$ cat config.mk
export PLATFORM = sky130hd
export DESIGN_NAME = pci_top
export DESIGN_NICKNAME = d
export VERILOG_FILES = /design/src/pci_pkg.sv /design/src/pci_edge_detect.sv /design/src/pci_top.sv
export SDC_FILE = /design/constraint.sdc
export NUM_CORES = 1
export LEC_CHECK = 0
export BUFFER_PORTS_ARGS = -buffer_cell sky130_fd_sc_hd__buf_4
export CORE_MARGIN = 2
export CORE_UTILIZATION = 58
export DETAILED_ROUTE_END_ITERATION = 8
export PLACE_DENSITY = 0.95
export SYNTH_ARGS = -nofsm -noshare
export SYNTH_HDL_FRONTEND = slang
export SYNTH_SLANG_ARGS = --single-unit
$ cat constraint.sdc
create_clock -name core_clk_in -period 4.95 [get_ports core_clk_in]
set_clock_uncertainty 0.05 [all_clocks]
set_input_delay 0.2475 -clock core_clk_in [delete_from_list [all_inputs] [get_ports core_clk_in]]
set_output_delay 0.2475 -clock core_clk_in [all_outputs]
set_load 0.1 [all_outputs]
$ cat src/pci_pkg.sv
// constants shared by the pin change interrupt unit
package pci_pkg;
  // ****************************************
  // port geometry
  // ****************************************
  localparam int PCI_NUM_PORTS = 3;
  localparam int PCI_PORT_W    = 8;
  localparam int PCI_PIN_W     = PCI_NUM_PORTS * PCI_PORT_W;
  localparam int PCI_SYNC_W    = 2;
  // implemented pins per port: a = 5..0, b = 7..4, c = 7..0
  localparam logic [PCI_PIN_W-1:0] PCI_IMPL_MASK = 24'hFFF03F;

  // ****************************************
  // reset values
  // ****************************************
  localparam logic [PCI_PIN_W-1:0] PCI_ENABLE_RST = 24'h000000;
  localparam logic [PCI_PIN_W-1:0] PCI_FLAG_RST   = 24'h000000;

  // ****************************************
  // write port selector
  // ****************************************
  localparam logic [1:0] PCI_SEL_A = 2'h0;
  localparam logic [1:0] PCI_SEL_B = 2'h1;
  localparam logic [1:0] PCI_SEL_C = 2'h2;

  typedef enum logic [1:0] {
    PCI_ST_AWAKE  = 2'b01,
    PCI_ST_ASLEEP = 2'b10
  } pci_state_t;
endpackage : pci_pkg

$ cat src/pci_edge_detect.sv
// per-pin input synchroniser and edge pulse generator
`timescale 1ns/1ps
module pci_edge_detect (
  // clock and reset
  input  wire logic                          core_clk_in,
  input  wire logic                          rst_b_in,
  input  wire logic                          clk_en_in,
  // pins
  input  wire logic [pci_pkg::PCI_PIN_W-1:0] pin_in,
  // pulses
  output logic      [pci_pkg::PCI_PIN_W-1:0] rise_pulse_out,
  output logic      [pci_pkg::PCI_PIN_W-1:0] fall_pulse_out
);
  import pci_pkg::*;

  logic [PCI_PIN_W-1:0] sync_meta;
  logic [PCI_PIN_W-1:0] sync_level;
  logic [PCI_PIN_W-1:0] prev_level;
  logic [PCI_SYNC_W:0]  prime_sh;
  logic                 primed;

  // ****************************************
  // synchronise, then compare with last sample
  // ****************************************
  always_ff @(posedge core_clk_in) begin
    if (!rst_b_in) begin
      sync_meta  <= '0;
      sync_level <= '0;
      prev_level <= '0;
      prime_sh   <= '0;
    end else if (clk_en_in) begin
      sync_meta  <= pin_in;
      sync_level <= sync_meta;
      prev_level <= sync_level;
      prime_sh   <= {prime_sh[PCI_SYNC_W-1:0], 1'b1};
    end
  end

  // both compare stages hold real pin samples only after three enabled edges;
  // a pin edge before the first enabled edge is dropped, the price of no fake edge
  assign primed = prime_sh[PCI_SYNC_W];

  // no pulses until the pipeline holds real samples, avoids a fake edge after reset
  always_comb begin
    rise_pulse_out = (primed && clk_en_in) ? (sync_level & ~prev_level) : '0;
    fall_pulse_out = (primed && clk_en_in) ? (~sync_level & prev_level) : '0;
  end
endmodule : pci_edge_detect

$ cat src/pci_top.sv
// pin change interrupt unit: enables, sticky flags, summary and request
`timescale 1ns/1ps
module pci_top (
  // clock and reset
  input  wire logic                           core_clk_in,
  input  wire logic                           rst_b_in,
  input  wire logic                           clk_en_in,
  // pins
  input  wire logic [pci_pkg::PCI_PIN_W-1:0]  pin_in,
  // register writes
  input  wire logic [1:0]                     port_sel_in,
  input  wire logic [pci_pkg::PCI_PORT_W-1:0] wr_data_in,
  input  wire logic                           rise_en_wr_in,
  input  wire logic                           fall_en_wr_in,
  input  wire logic                           flag_wr_in,
  input  wire logic                           master_en_wr_in,
  input  wire logic                           master_en_data_in,
  // sleep control
  input  wire logic                           sleep_req_in,
  // status
  output logic      [pci_pkg::PCI_PIN_W-1:0]  rise_detect_enable_out,
  output logic      [pci_pkg::PCI_PIN_W-1:0]  fall_detect_enable_out,
  output logic      [pci_pkg::PCI_PIN_W-1:0]  per_pin_change_flag_out,
  output logic                                change_irq_master_enable_out,
  output logic                                change_irq_summary_flag_out,
  output logic                                irq_out,
  output logic                                wake_out,
  output logic                                asleep_out
);
  import pci_pkg::*;

  // ****************************************
  // state
  // ****************************************
  logic [PCI_PIN_W-1:0] rise_detect_enable;
  logic [PCI_PIN_W-1:0] fall_detect_enable;
  logic [PCI_PIN_W-1:0] per_pin_change_flag;
  logic                 change_irq_master_enable;
  logic                 change_irq_summary_flag;
  logic                 irq;
  logic                 wake;
  logic                 asleep;
  pci_state_t           state;

  // ****************************************
  // wires
  // ****************************************
  logic [PCI_PIN_W-1:0] rise_pulse;
  logic [PCI_PIN_W-1:0] fall_pulse;
  logic [PCI_PIN_W-1:0] edge_hit;
  logic [PCI_PIN_W-1:0] port_mask;
  logic [PCI_PIN_W-1:0] wr_wide;
  logic [PCI_PIN_W-1:0] next_rise_en;
  logic [PCI_PIN_W-1:0] next_fall_en;
  logic [PCI_PIN_W-1:0] next_flag;
  logic                 next_summary;
  logic                 any_hit;
  logic                 sel_a;
  logic                 sel_b;
  logic                 sel_c;
  logic                 master_eff;
  logic                 wake_hit;
  logic                 next_irq;
  logic                 next_wake;
  logic                 next_asleep;
  pci_state_t           next_state;

  pci_edge_detect u_edge (
    .core_clk_in    (core_clk_in),
    .rst_b_in       (rst_b_in),
    .clk_en_in      (clk_en_in),
    .pin_in         (pin_in),
    .rise_pulse_out (rise_pulse),
    .fall_pulse_out (fall_pulse)
  );

  // ****************************************
  // write decode
  // ****************************************
  assign sel_a     = (port_sel_in == PCI_SEL_A);
  assign sel_b     = (port_sel_in == PCI_SEL_B);
  assign sel_c     = (port_sel_in == PCI_SEL_C);
  // select 3 maps to no port, so a stray write touches nothing
  assign port_mask = PCI_IMPL_MASK & {{PCI_PORT_W{sel_c}},
                                      {PCI_PORT_W{sel_b}},
                                      {PCI_PORT_W{sel_a}}};
  assign wr_wide   = {PCI_NUM_PORTS{wr_data_in}};

  // ****************************************
  // per-pin detect and flag logic
  // ****************************************
  genvar gi;
  generate
    for (gi = 0; gi < PCI_PIN_W; gi++) begin : g_pin
      // each pin has its own enables and flag, so any combination works
      assign edge_hit[gi] = PCI_IMPL_MASK[gi] &&
                            ((rise_pulse[gi] && rise_detect_enable[gi]) ||
                             (fall_pulse[gi] && fall_detect_enable[gi]));
      assign next_rise_en[gi] = (rise_en_wr_in && port_mask[gi]) ? wr_wide[gi]
                                                                 : rise_detect_enable[gi];
      assign next_fall_en[gi] = (fall_en_wr_in && port_mask[gi]) ? wr_wide[gi]
                                                                 : fall_detect_enable[gi];
      // the set wins over a write in the same cycle, so a masked AND loses nothing
      assign next_flag[gi] = edge_hit[gi] ? 1'b1 :
                             (flag_wr_in && port_mask[gi]) ? wr_wide[gi] :
                             per_pin_change_flag[gi];
    end
  endgenerate

  assign any_hit      = |edge_hit;
  assign next_summary = |next_flag;
  // a master write takes effect on the same edge for request and wake alike
  assign master_eff   = master_en_wr_in ? master_en_data_in : change_irq_master_enable;
  assign next_irq     = next_summary && master_eff;
  assign wake_hit     = any_hit && master_eff;

  // ****************************************
  // sleep state machine
  // ****************************************
  always_comb begin
    case (state)
      PCI_ST_AWAKE: begin
        next_state = sleep_req_in ? PCI_ST_ASLEEP : PCI_ST_AWAKE;
      end
      PCI_ST_ASLEEP: begin
        // flags settle in this same edge, so they lead the first instruction
        next_state = wake_hit ? PCI_ST_AWAKE : PCI_ST_ASLEEP;
      end
      default: begin
        next_state = PCI_ST_AWAKE;
      end
    endcase
  end

  // ****************************************
  // sleep side next values
  // ****************************************
  assign next_wake   = (state == PCI_ST_ASLEEP) && wake_hit;
  assign next_asleep = (next_state == PCI_ST_ASLEEP);

  // ****************************************
  // enable registers
  // ****************************************
  always_ff @(posedge core_clk_in) begin
    if (!rst_b_in) begin
      rise_detect_enable <= PCI_ENABLE_RST;
      fall_detect_enable <= PCI_ENABLE_RST;
    end else if (clk_en_in) begin
      rise_detect_enable <= next_rise_en;
      fall_detect_enable <= next_fall_en;
    end
  end

  // ****************************************
  // sticky flags and summary
  // ****************************************
  always_ff @(posedge core_clk_in) begin
    if (!rst_b_in) begin
      per_pin_change_flag     <= PCI_FLAG_RST;
      change_irq_summary_flag <= 1'b0;
    end else if (clk_en_in) begin
      // flags keep updating whatever the master enable says
      per_pin_change_flag     <= next_flag;
      change_irq_summary_flag <= next_summary;
    end
  end

  // ****************************************
  // master enable and request
  // ****************************************
  always_ff @(posedge core_clk_in) begin
    if (!rst_b_in) begin
      change_irq_master_enable <= 1'b0;
      irq                      <= 1'b0;
    end else if (clk_en_in) begin
      change_irq_master_enable <= master_eff;
      // request follows the flags, held off by the master enable
      irq                      <= next_irq;
    end
  end

  // ****************************************
  // sleep state and wake pulse
  // ****************************************
  always_ff @(posedge core_clk_in) begin
    if (!rst_b_in) begin
      state  <= PCI_ST_AWAKE;
      asleep <= 1'b0;
      wake   <= 1'b0;
    end else if (clk_en_in) begin
      state  <= next_state;
      asleep <= next_asleep;
      wake   <= next_wake;
    end
  end

  // ****************************************
  // outputs
  // ****************************************
  assign rise_detect_enable_out       = rise_detect_enable;
  assign fall_detect_enable_out       = fall_detect_enable;
  assign per_pin_change_flag_out      = per_pin_change_flag;
  assign change_irq_master_enable_out = change_irq_master_enable;
  assign change_irq_summary_flag_out  = change_irq_summary_flag;
  assign irq_out                      = irq;
  assign wake_out                     = wake;
  assign asleep_out                   = asleep;
endmodule : pci_top

* Word level (Yosys, flattened, before mapping)
Cells that the tools add are included.
Widths: inputs -> output; s select.
** Cells by class
- Eq/ne operators :: 5
- Multiplexer cells :: 42
- Bitwise logic cells :: 4
- Reductions and logical operators :: 76
** Operator list (number)
- $logic_and 1x1->1 :: 49
- $and 24x24->24 :: 2
- $mux 24 :: 2
- $not 24->24 :: 2
- $mux 1 :: 37
- $reduce_or 18->1 :: 2
- $logic_or 1x1->1 :: 18
- $reduce_and 2->1 :: 6
- $eq 2x2->1 const B :: 3
- $eq 2x1->1 const B :: 2
- $mux 2 :: 2
- $pmux 2 s2 :: 1
- $logic_not 2->1 :: 1
** Word-level totals
- Register bits :: 136
- Bits of input ports :: 43
- Output and inout bits :: 77
- Word-level logic and storage cells :: 144

* Logic depth before layout (Yosys ltp)
Gate-level depths: netlist (run 1).
- Depth in word-level cells :: 10
- Depth in mapped cells :: 8
- Depth with buffers taken out :: 6

* Hierarchy
Synthesis (run 1) repeated with hierarchy kept, for this count alone.
** Unflattened totals
- Cells, all modules :: 658
- Area, all modules :: 6411.1 µm²
** Modules (own cells, without submodules)
- pci_edge_detect :: instances 1, cells an instance 295, area an instance 3358.2 µm², seq. area each 1501.4 µm²
- pci_top :: instances 1, cells an instance 363, area an instance 3052.9 µm², seq. area each 1221.2 µm²

* Worst setup path before layout (run 1)
No wires, ideal clock.
- Kind :: register to register
- From :: register per_pin_change_flag[12] (netlist: per_pin_change_flag_out[12])
- To :: register irq (netlist: irq_out)
- Library setup time :: 132 ps
- Arrival :: 2009 ps
- Required time :: 4768 ps
- Path slack :: 2759 ps
- Stages on the path, launching flop included :: 7
- Buffers on the path :: 0
- Clock period less this slack :: 2191 ps
- Cells stage by stage :: dfxtp_1 -> or4_1 -> nor2_1 -> a21oi_1 -> or4_1 -> o21ai_0 -> a21oi_1
** Between the ends
- Cells in the longest elaborated chain, start to end :: 4
** RTL lines
- from (decl) :: RTL line pci_top.sv:37 : logic [PCI_PIN_W-1:0] per_pin_change_flag;
- from (signal assigned) :: RTL line pci_top.sv:163 : per_pin_change_flag <= next_flag;
- $mux 1 :: RTL line pci_top.sv:105 : (flag_wr_in && port_mask[gi]) ? wr_wide[gi] :
- $mux 1 :: RTL line pci_top.sv:104 : assign next_flag[gi] = edge_hit[gi] ? 1'b1 :
- $reduce_or 18->1 :: RTL line pci_top.sv:111 : assign next_summary = |next_flag;
- $logic_and 1x1->1 :: RTL line pci_top.sv:114 : assign next_irq = next_summary && master_eff;
- to (signal assigned) :: RTL line pci_top.sv:178 : irq <= next_irq;
- to (decl) :: RTL line pci_top.sv:40 : logic irq;
Every way passes these cells.
A chain may end at the register's enable or synchronous reset.

* Worst setup path after layout (run 1)
- From :: register u_edge.prime_sh[2]
- To :: register asleep (netlist: asleep_out)
** Between the ends
- Cells in the longest elaborated chain, start to end :: 9
- Elaborated cells between the ends (all ways) :: 62
- Classes of those cells :: 1 x eq/ne; 4 x mux; 57 x reduce/logical
** RTL lines
- from (decl) :: RTL line pci_edge_detect.sv:19 : logic [PCI_SYNC_W:0] prime_sh;
- from (signal assigned) :: RTL line pci_edge_detect.sv:35 : prime_sh <= {prime_sh[PCI_SYNC_W-1:0], 1'b1};
- $logic_and 1x1->1 (*) :: RTL line pci_edge_detect.sv:45, pci_edge_detect.sv:46
- $mux 24 (on tied branches) :: RTL line pci_edge_detect.sv:45, pci_edge_detect.sv:46
- $logic_and 1x1->1 (on tied branches) :: RTL line pci_top.sv:97, pci_top.sv:98
- $logic_or 1x1->1 :: RTL line pci_top.sv:97 : ((rise_pulse[gi] && rise_detect_enable[gi]) ||
- $reduce_or 18->1 (*) :: RTL line pci_top.sv:110 : assign any_hit = |edge_hit;
- $logic_and 1x1->1 (*) :: RTL line pci_top.sv:115 : assign wake_hit = any_hit && master_eff;
- $mux 2 (*) :: RTL line pci_top.sv:127 : next_state = wake_hit ? PCI_ST_AWAKE : PCI_ST_ASLEEP;
- $pmux 2 s2 (*) :: RTL line pci_top.sv:121 : case (state)
- $eq 2x2->1 (*) :: RTL line pci_top.sv:139 : assign next_asleep = (next_state == PCI_ST_ASLEEP);
- to (signal assigned) :: RTL line pci_top.sv:192 : asleep <= next_asleep;
- to (decl) :: RTL line pci_top.sv:42 : logic asleep;
Mark *: on every way between the ends. The rest lies on a longest branch, timed or not.

==> impl_metrics.csv, run 1 <==
group,metric,value,unit
worst_setup_path,timing.critical_path.to_type,"flop",
synth,synth-warning-count,0,
synth,synth_top_area_cell,"dfxtp_1",
route,routed-via-count,5138,
synth,synth_area_per_cell,8.80,um2
clocking,master_cell_of_the_clock_root_buffer,"clkbuf_8",
worst_setup_path,timing_worst_setup_path_type,"flop to flop",
worst_setup_path,cp.required,5.37,ns
timing,setup_slack,2.59,ns
timing,slew_violations,0,
clocking,cts_inserted_buffers,17,
final_layout,final_net_count,741,
synth,synth_ff_type,"dfxtp_1",
synth,synth_commonest_cells,"dfxtp_1 (118), nor2_1 (78), mux2i_1 (69)",
die,chipHeight,98.9,um
power,power.ir.vdd_worst,0.000295,V
final_layout,fillers,497,
run_status,result_of_the_run,"finished clean",
global_routing,grt_first_pass_wirelength,25600,um
clocking,clk_path_buf_depth,2,
placed_design,dp_hpwl,9400,um
die,die_footprint,9790,um2
synth,synth_seq_area_share,45.2,%
synth,ys_types,40,
clocking,source_to_sink_clock_delay_at_the_later_pin_of_the_worst_skew_pair,0.53,ns
final_layout,multi_input_area,2520,um2
timing,fin_tns_setup,0,ns
final_layout,drive_gt1_share,19.2,%
placed_design,gp_congestion,0.928,
worst_setup_path,critPathLaunchType,"flop",
route,route.detailed.vias_per_inst,6.29,
route,drt_pre_antenna_iters,7,
timing,max_freq,425,MHz
global_routing,first_global_vias,5013,
global_routing,gr-total-overflow,0,
timing,final.period_utilization,47.6,%
route,final_antenna_net_count,0,
timing,fin_crit,2.36,ns
power,p_per_area,390,nW/um2
clocking,cts_tree,"built",
clocking,cts.repair.resized,0,
global_routing,grt_start_max_net_pins,61,
synth,netlist_instances,594,
clocking,clkTransAtPathRegs,0.06,ns
worst_setup_path,worstPathMaxFanout,20,
final_layout,flow.area_growth_from_synthesis,27.9,%
synth,mapped_area,5230,um2
synth,synth_top_cell_area_share,45.2,%
synth,asyncSetResetFlopFracSynth,0,%
clocking,ctsHoldBuffers,27,
die,design.portCount,120,
job,drv_cap,0,
clocking,clock_sinks,118,
placed_design,detailed_place.area,5830,um2
route,first_iter_violations,798,
route,postRouteWirelength,16400,um
die,floorplan.die.width,98.9,um
synth,synth.area.top_cells,"dfxtp_1 (45%), mux2i_1 (13%), a21oi_1 (5.9%)",
placed_design,portBuffers,95,
clocking,cts_setup_buffers,0,
hold_path,hold_class,"input port to flop",
global_routing,antenna_found_initial,0,
final_layout,antenna_cells,0,
die,initial_core_util,59.9,%
timing,final_hold_viol_count,0,
final_layout,area.sequential,2360,um2
placed_design,minimum_setup_slack_after_placement,2.29,ns
timing,setup_viol_count_final,0,
timing,worstMarginPinSlew,1.08,ns
synth,synth-seq-cells,118,
synth,count_leader_synth,"dfxtp_1",
clocking,cts-htree-levels,4,
power,power.static_leakage,2.73,nW
timing,worst_slew_margin_rel,27.5,%
global_routing,globalRouteTotalUtil,33.5,%
route,wl_per_cell,20.1,um
final_layout,final_design_area_no_fill,6690,um2
synth,synth_edf_count,0,
die,floorplan.rows,34,
die,placeableCoreArea,8720,um2
timing,grt_setup_unrepaired,"no",
worst_setup_path,worst_ep_arrival_time,2.77,ns
route,remaining_drc_errors,0,
power,post-layout-total-power,2.61,mW
-- logic make-up (layout without fill, tap and decap cells) --
kind of cell               Yosys count  after routing  share of synthesized area [%]
muxes                               70             70                           13.4
other                                1             18                         0.0718
adders and majority gates            2              2                          0.479
buffers and inverters               81            179                           7.85
DFF                                118            118                           45.2
and+or+nand+nor                    210            210                           20.7
AOI/OAI and AO/OA                  112            112                           12.3
-- power by group --
part,internal [mW],leakage [nW],switching [mW],total [mW]
logic,0.102,1.49,0.274,0.377
registers,0.983,0.960,0.0284,1.01
clock network,0.747,0.281,0.471,1.22
total,1.83,2.73,0.774,2.61
-- cells in the final DEF (no fill, tap or decap), types with 2 or more instances in the layout --
cell type	n
nand3_1	11
ha_1	2
dlygate4sd3_1	27
and3b_1	2
nand3b_1	38
o21ai_0	21
conb_1	18
clkbuf_8	3
clkinv_2	2
nor2_1	78
a21oi_1	62
a41oi_1	2
nor2b_1	5
or4_1	2
clkinv_4	3
a211oi_1	5
nor3_1	7
clkinvlp_4	3
clkbuf_16	16
bufinv_16	2
nand2b_1	3
dfxtp_1	118
nor4b_2	2
nor4_1	7
o31ai_1	16
inv_6	3
nand2_1	46
nor3b_1	2
mux2i_1	69
buf_4	97
and3_1	3
inv_1	22
-- registers in the layout, indices dropped and copies added (netlist names) --
register,flops
asleep_out,1
change_irq_summary_flag_out,1
change_irq_master_enable_out,1
u_edge.prev_level,18
u_edge.prime_sh,3
irq_out,1
per_pin_change_flag_out,18
u_edge.sync_level,18
rise_detect_enable_out,18
u_edge.sync_meta,18
state,2
fall_detect_enable_out,18
wake_out,1
-- path summary, 6_finish.rpt --
| path | start | to | slack, ns | cells past startpoint |
|---|---|---|---|---|
| setup / recovery | u_edge.prime_sh[2] | asleep_out | 2.59 | 6 |
| setup reg to reg | u_edge.prime_sh[2] | asleep_out | 2.59 | 6 |
| hold reg to reg | per_pin_change_flag_out[14] | per_pin_change_flag_out[14] | 0.41 | 2 |
| hold / removal | fall_en_wr_in | fall_detect_enable_out[15] | 0.03 | 3 |
-- through the flow --
step | instances | util, % | hold WS [ns]
final | 817 | 76.7 | 0.0295
after global routing | 817 | 76.7 | 0.0157
after CTS | 817 | 76.7 | 0.0113
after detailed placement | 758 | 66.8 | 0.402
after global placement | 758 | 66.8 | 0.395
after floorplan | 611 | - | 0.345
-- layout make-up --
cell class                 instances  area share [%]
clock buffer                      19            6.61
clock inverter                    13            2.17
inverter                          23            1.29
multi-input combinational        412            37.6
sequential                       118            35.3
tap                              108            2.02
timing repair buffer             124            14.9
-- worst max-delay path: stages, from the launching register on --
cell and delay (ns):
dfxtp_1 0.35, nand2_4 0.26, a21oi_1 0.16, nor4_1 0.40, nand4_1 0.40, a2111oi_2 0.49
a32o_1 0.18
-- per-layer routing --
metal / up-vias / part of all wire, % / track usage, %
met2: 417 / 47 / 53.7
li1: 2233 / - / -
met3: 130 / 10 / 8.94
met4: 0 / 6.8 / 24.4
met5: - / 0 / 0
met1: 2358 / 36 / 38.4
Power figures use the tool's default switching activity.
==> run 2: changes to the inputs <==
--- a/config.mk
+++ b/config.mk
@@ -5,11 +5,12 @@
 export SDC_FILE = /design/constraint.sdc
 export NUM_CORES = 1
 export LEC_CHECK = 0
+export ABC_AREA = 1
 export BUFFER_PORTS_ARGS = -buffer_cell sky130_fd_sc_hd__buf_4
 export CORE_MARGIN = 2
-export CORE_UTILIZATION = 58
+export CORE_UTILIZATION = 53
 export DETAILED_ROUTE_END_ITERATION = 8
-export PLACE_DENSITY = 0.95
+export PLACE_DENSITY = 0.91
 export SYNTH_ARGS = -nofsm -noshare
 export SYNTH_HDL_FRONTEND = slang
 export SYNTH_SLANG_ARGS = --single-unit
==> constraint.sdc (replaced) <==
create_clock -name core_clk_in -period 2.3 [get_ports core_clk_in]
set_clock_uncertainty 0.05 [all_clocks]
set_input_delay 0.115 -clock core_clk_in [delete_from_list [all_inputs] [get_ports core_clk_in]]
set_output_delay 0.115 -clock core_clk_in [all_outputs]
set_load 0.1 [all_outputs]
==> run 2 against run 1 <==
- synthesized cell count grew 17%
- global-route usage shrank 2.8 points
- critical path type is now input port to flop
- clock-buffer cell count grew 2
- utilization shrank 4.3 points
- final cell count grew 16%
- sequential power grew 120%
- power grew 130%
- critical path depth grew 2
- clock power grew 120%
- largest cell class is now sequential cells
- largest power group unchanged
==> impl_metrics.csv, run 2 <==
group,metric,value,unit
synth,synth_seq_area_share,46.6,%
synth,synth.area.top_cells,"dfxtp_1 (47%), o21ai_0 (11%), a21oi_1 (8.2%)",
synth,count_leader_synth,"dfxtp_1",
global_routing,globalRouteTotalUtil,30.7,%
hold_path,hold_class,"input port to flop",
clocking,clk_path_buf_depth,2,
worst_setup_path,critPathLaunchType,"input port",
synth,synth_edf_count,0,
global_routing,grt_start_max_net_pins,57,
synth,mapped_area,5070,um2
die,initial_core_util,54.8,%
clocking,master_cell_of_the_clock_root_buffer,"clkbuf_8",
job,drv_cap,0,
power,power.static_leakage,3.10,nW
placed_design,numPlacedInstances,887,
synth,synth_top_area_cell,"dfxtp_1",
clocking,cts_inserted_buffers,17,
power,post-layout-total-power,6.03,mW
placed_design,gp_congestion,0.903,
timing,worst_slew_margin_rel,53.6,%
clocking,cts_setup_buffers,0,
synth,synth_ff_type,"dfxtp_1",
final_layout,multi_input_area,2180,um2
final_layout,mostFrequentLayoutCell,"dfxtp_1",
synth,synth_commonest_cells,"dfxtp_1 (118), o21ai_0 (111), nand2_1 (101)",
worst_setup_path,cp.required,2.73,ns
clocking,source_to_sink_clock_delay_at_the_later_pin_of_the_worst_skew_pair,0.53,ns
synth,synth_area_per_cell,7.30,um2
global_routing,grt_first_pass_wirelength,24400,um
final_layout,antenna_cells,0,
clocking,cts_tree,"built",
timing,final_hold_viol_count,0,
timing,setup_viol_count_final,0,
synth,asyncSetResetFlopFracSynth,0,%
placed_design,detailed_place.area,5770,um2
die,chipHeight,102,um
synth,netlist_instances,694,
timing,grt_setup_unrepaired,"no",
synth,synth-seq-cells,118,
final_layout,final_cells,949,
timing,finalHoldWorstSlack,0.0138,ns
placed_design,dp_hpwl,9670,um
route,drt_pre_antenna_iters,5,
timing,slew_violations,0,
synth,synth_top_cell_area_share,46.6,%
power,cell_internal_pwr,4.19,mW
route,routed-via-count,5338,
clocking,clkTransAtPathRegs,0.06,ns
route,final_antenna_net_count,0,
die,design.portCount,120,
die,floorplan.die.width,102,um
global_routing,antenna_found_initial,0,
timing,worstMarginPinSlew,0.694,ns
synth,ys_types,27,
die,die_footprint,10400,um2
route,postRouteWirelength,15600,um
final_layout,area.sequential,2360,um2
timing,fin_tns_setup,0,ns
global_routing,gr-total-overflow,0,
die,placeableCoreArea,9240,um2
power,p_per_area,901,nW/um2
route,route.detailed.vias_per_inst,5.62,
run_status,result_of_the_run,"finished clean",
power,p_clk_share,45.0,%
worst_setup_path,timing.critical_path.to_type,"flop",
final_layout,final_net_count,852,
power,switchingPower,1.84,mW
worst_setup_path,worstPathMaxFanout,56,
final_layout,share_of_the_core_filled_with_cells_in_the_final_layout,72.4,%
timing,setup_slack,0.162,ns
placed_design,minimum_setup_slack_after_placement,0.549,ns
global_routing,first_global_vias,5189,
synth,synth-warning-count,0,
power,logic_pwr_share,17.7,%
final_layout,drive_gt1_share,18.0,%
timing,fin_crit,2.14,ns
timing,max_freq,468,MHz
power,power.switching_fraction,30.5,%
power,power.ir.vdd_worst,0.000540,V
route,wl_per_cell,16.4,um
final_layout,final_design_area_no_fill,6690,um2
final_layout,mostFrequentLayoutCells,"dfxtp_1 (118), o21ai_0 (111), nand2_1 (101), buf_4 (101), nor2_1 (92)",
worst_setup_path,worst_ep_arrival_time,2.57,ns
die,floorplan.rows,35,
timing,final.period_utilization,93.0,%
final_layout,fillers,665,
final_layout,flow.area_growth_from_synthesis,32.0,%
route,remaining_drc_errors,0,
clocking,clock_sinks,118,
worst_setup_path,timing_worst_setup_path_type,"input port to flop",
placed_design,portBuffers,95,
route,first_iter_violations,457,
clocking,cts-htree-levels,4,
power,reg_power_share,37.3,%
==> run 2: cell count changes in the layout (fill, tap and decap cells not counted), sizes merged, moves of 7 or more <==
cell and delta:
nor2 +15, a21oi +22, inv +48, nand2 +58, o31ai -16, nand3 +7
o211ai +18, nand3b -37, nor4 -7, o21ai +92, mux2i -69
==> run 2: kinds of logic after synthesis <==
kind of cell	count (synthesis)	synth area share (%)
buffers and inverters	131	11.6
flip-flops	118	46.6
adder cells (fa/ha/maj)	2	0.494
AO/OA/AOI/OAI	221	23.4
other	1	0.0740
AND/OR/NAND/NOR	221	17.9
==> run 2: power groups by stage <==
stage	combinational (mW)	clock [mW]	sequential [mW]
detailed placement	0.997	0	2.28
global route	1.13	2.80	2.26
floorplan	0.467	0	2.60
global placement	0.974	0	2.28
finish	1.06	2.71	2.25
CTS	1.05	2.72	2.24
==> run 2: critical path, stage by stage <==
cell and delay [ns]:
dlygate4sd3_1 0.54, buf_4 0.20, buf_4 0.24, inv_2 0.39, buf_12 0.29, nor2_1 0.08, nor2_1 0.11, dlygate4sd3_1 0.56
==> run 2: worst paths after layout <==
path	from	endpoint	slack [ns]	depth (start not counted)
setup reg to reg	u_edge.prime_sh[2]	asleep_out	0.47	13
hold reg to reg	wake_out	wake_out	0.42	2
setup / recovery	clk_en_in	u_edge.sync_meta[14]	0.16	8
hold / removal	master_en_wr_in	irq_out	0.01	6
==> run 2: area by class of cell <==
cell class	count	share of cell area, %
Sequential cell	118	35.3
Inverter	76	4.27
Timing Repair Buffer	132	16.1
Clock inverter	11	2.21
Tap cell	129	2.41
Multi-Input combinational cell	462	32.6
Clock buffer	21	7.02
==> run 2: layer usage <==
layer / wire [um] / track usage, % / vias up
met4: 641 / 17.0 / 0
met2: 7680 / 53.0 / 340
met1: 5890 / 35.1 / 2461
li1: - / - / 2469
met5: 0 / 0 / -
met3: 1350 / 6.63 / 68
==> run 2: what timing repair did <==
item / CTS / global route
hold buffers: 30 / 0
hold endpoints to repair: 63 / 0
resized for setup: 0 / 0
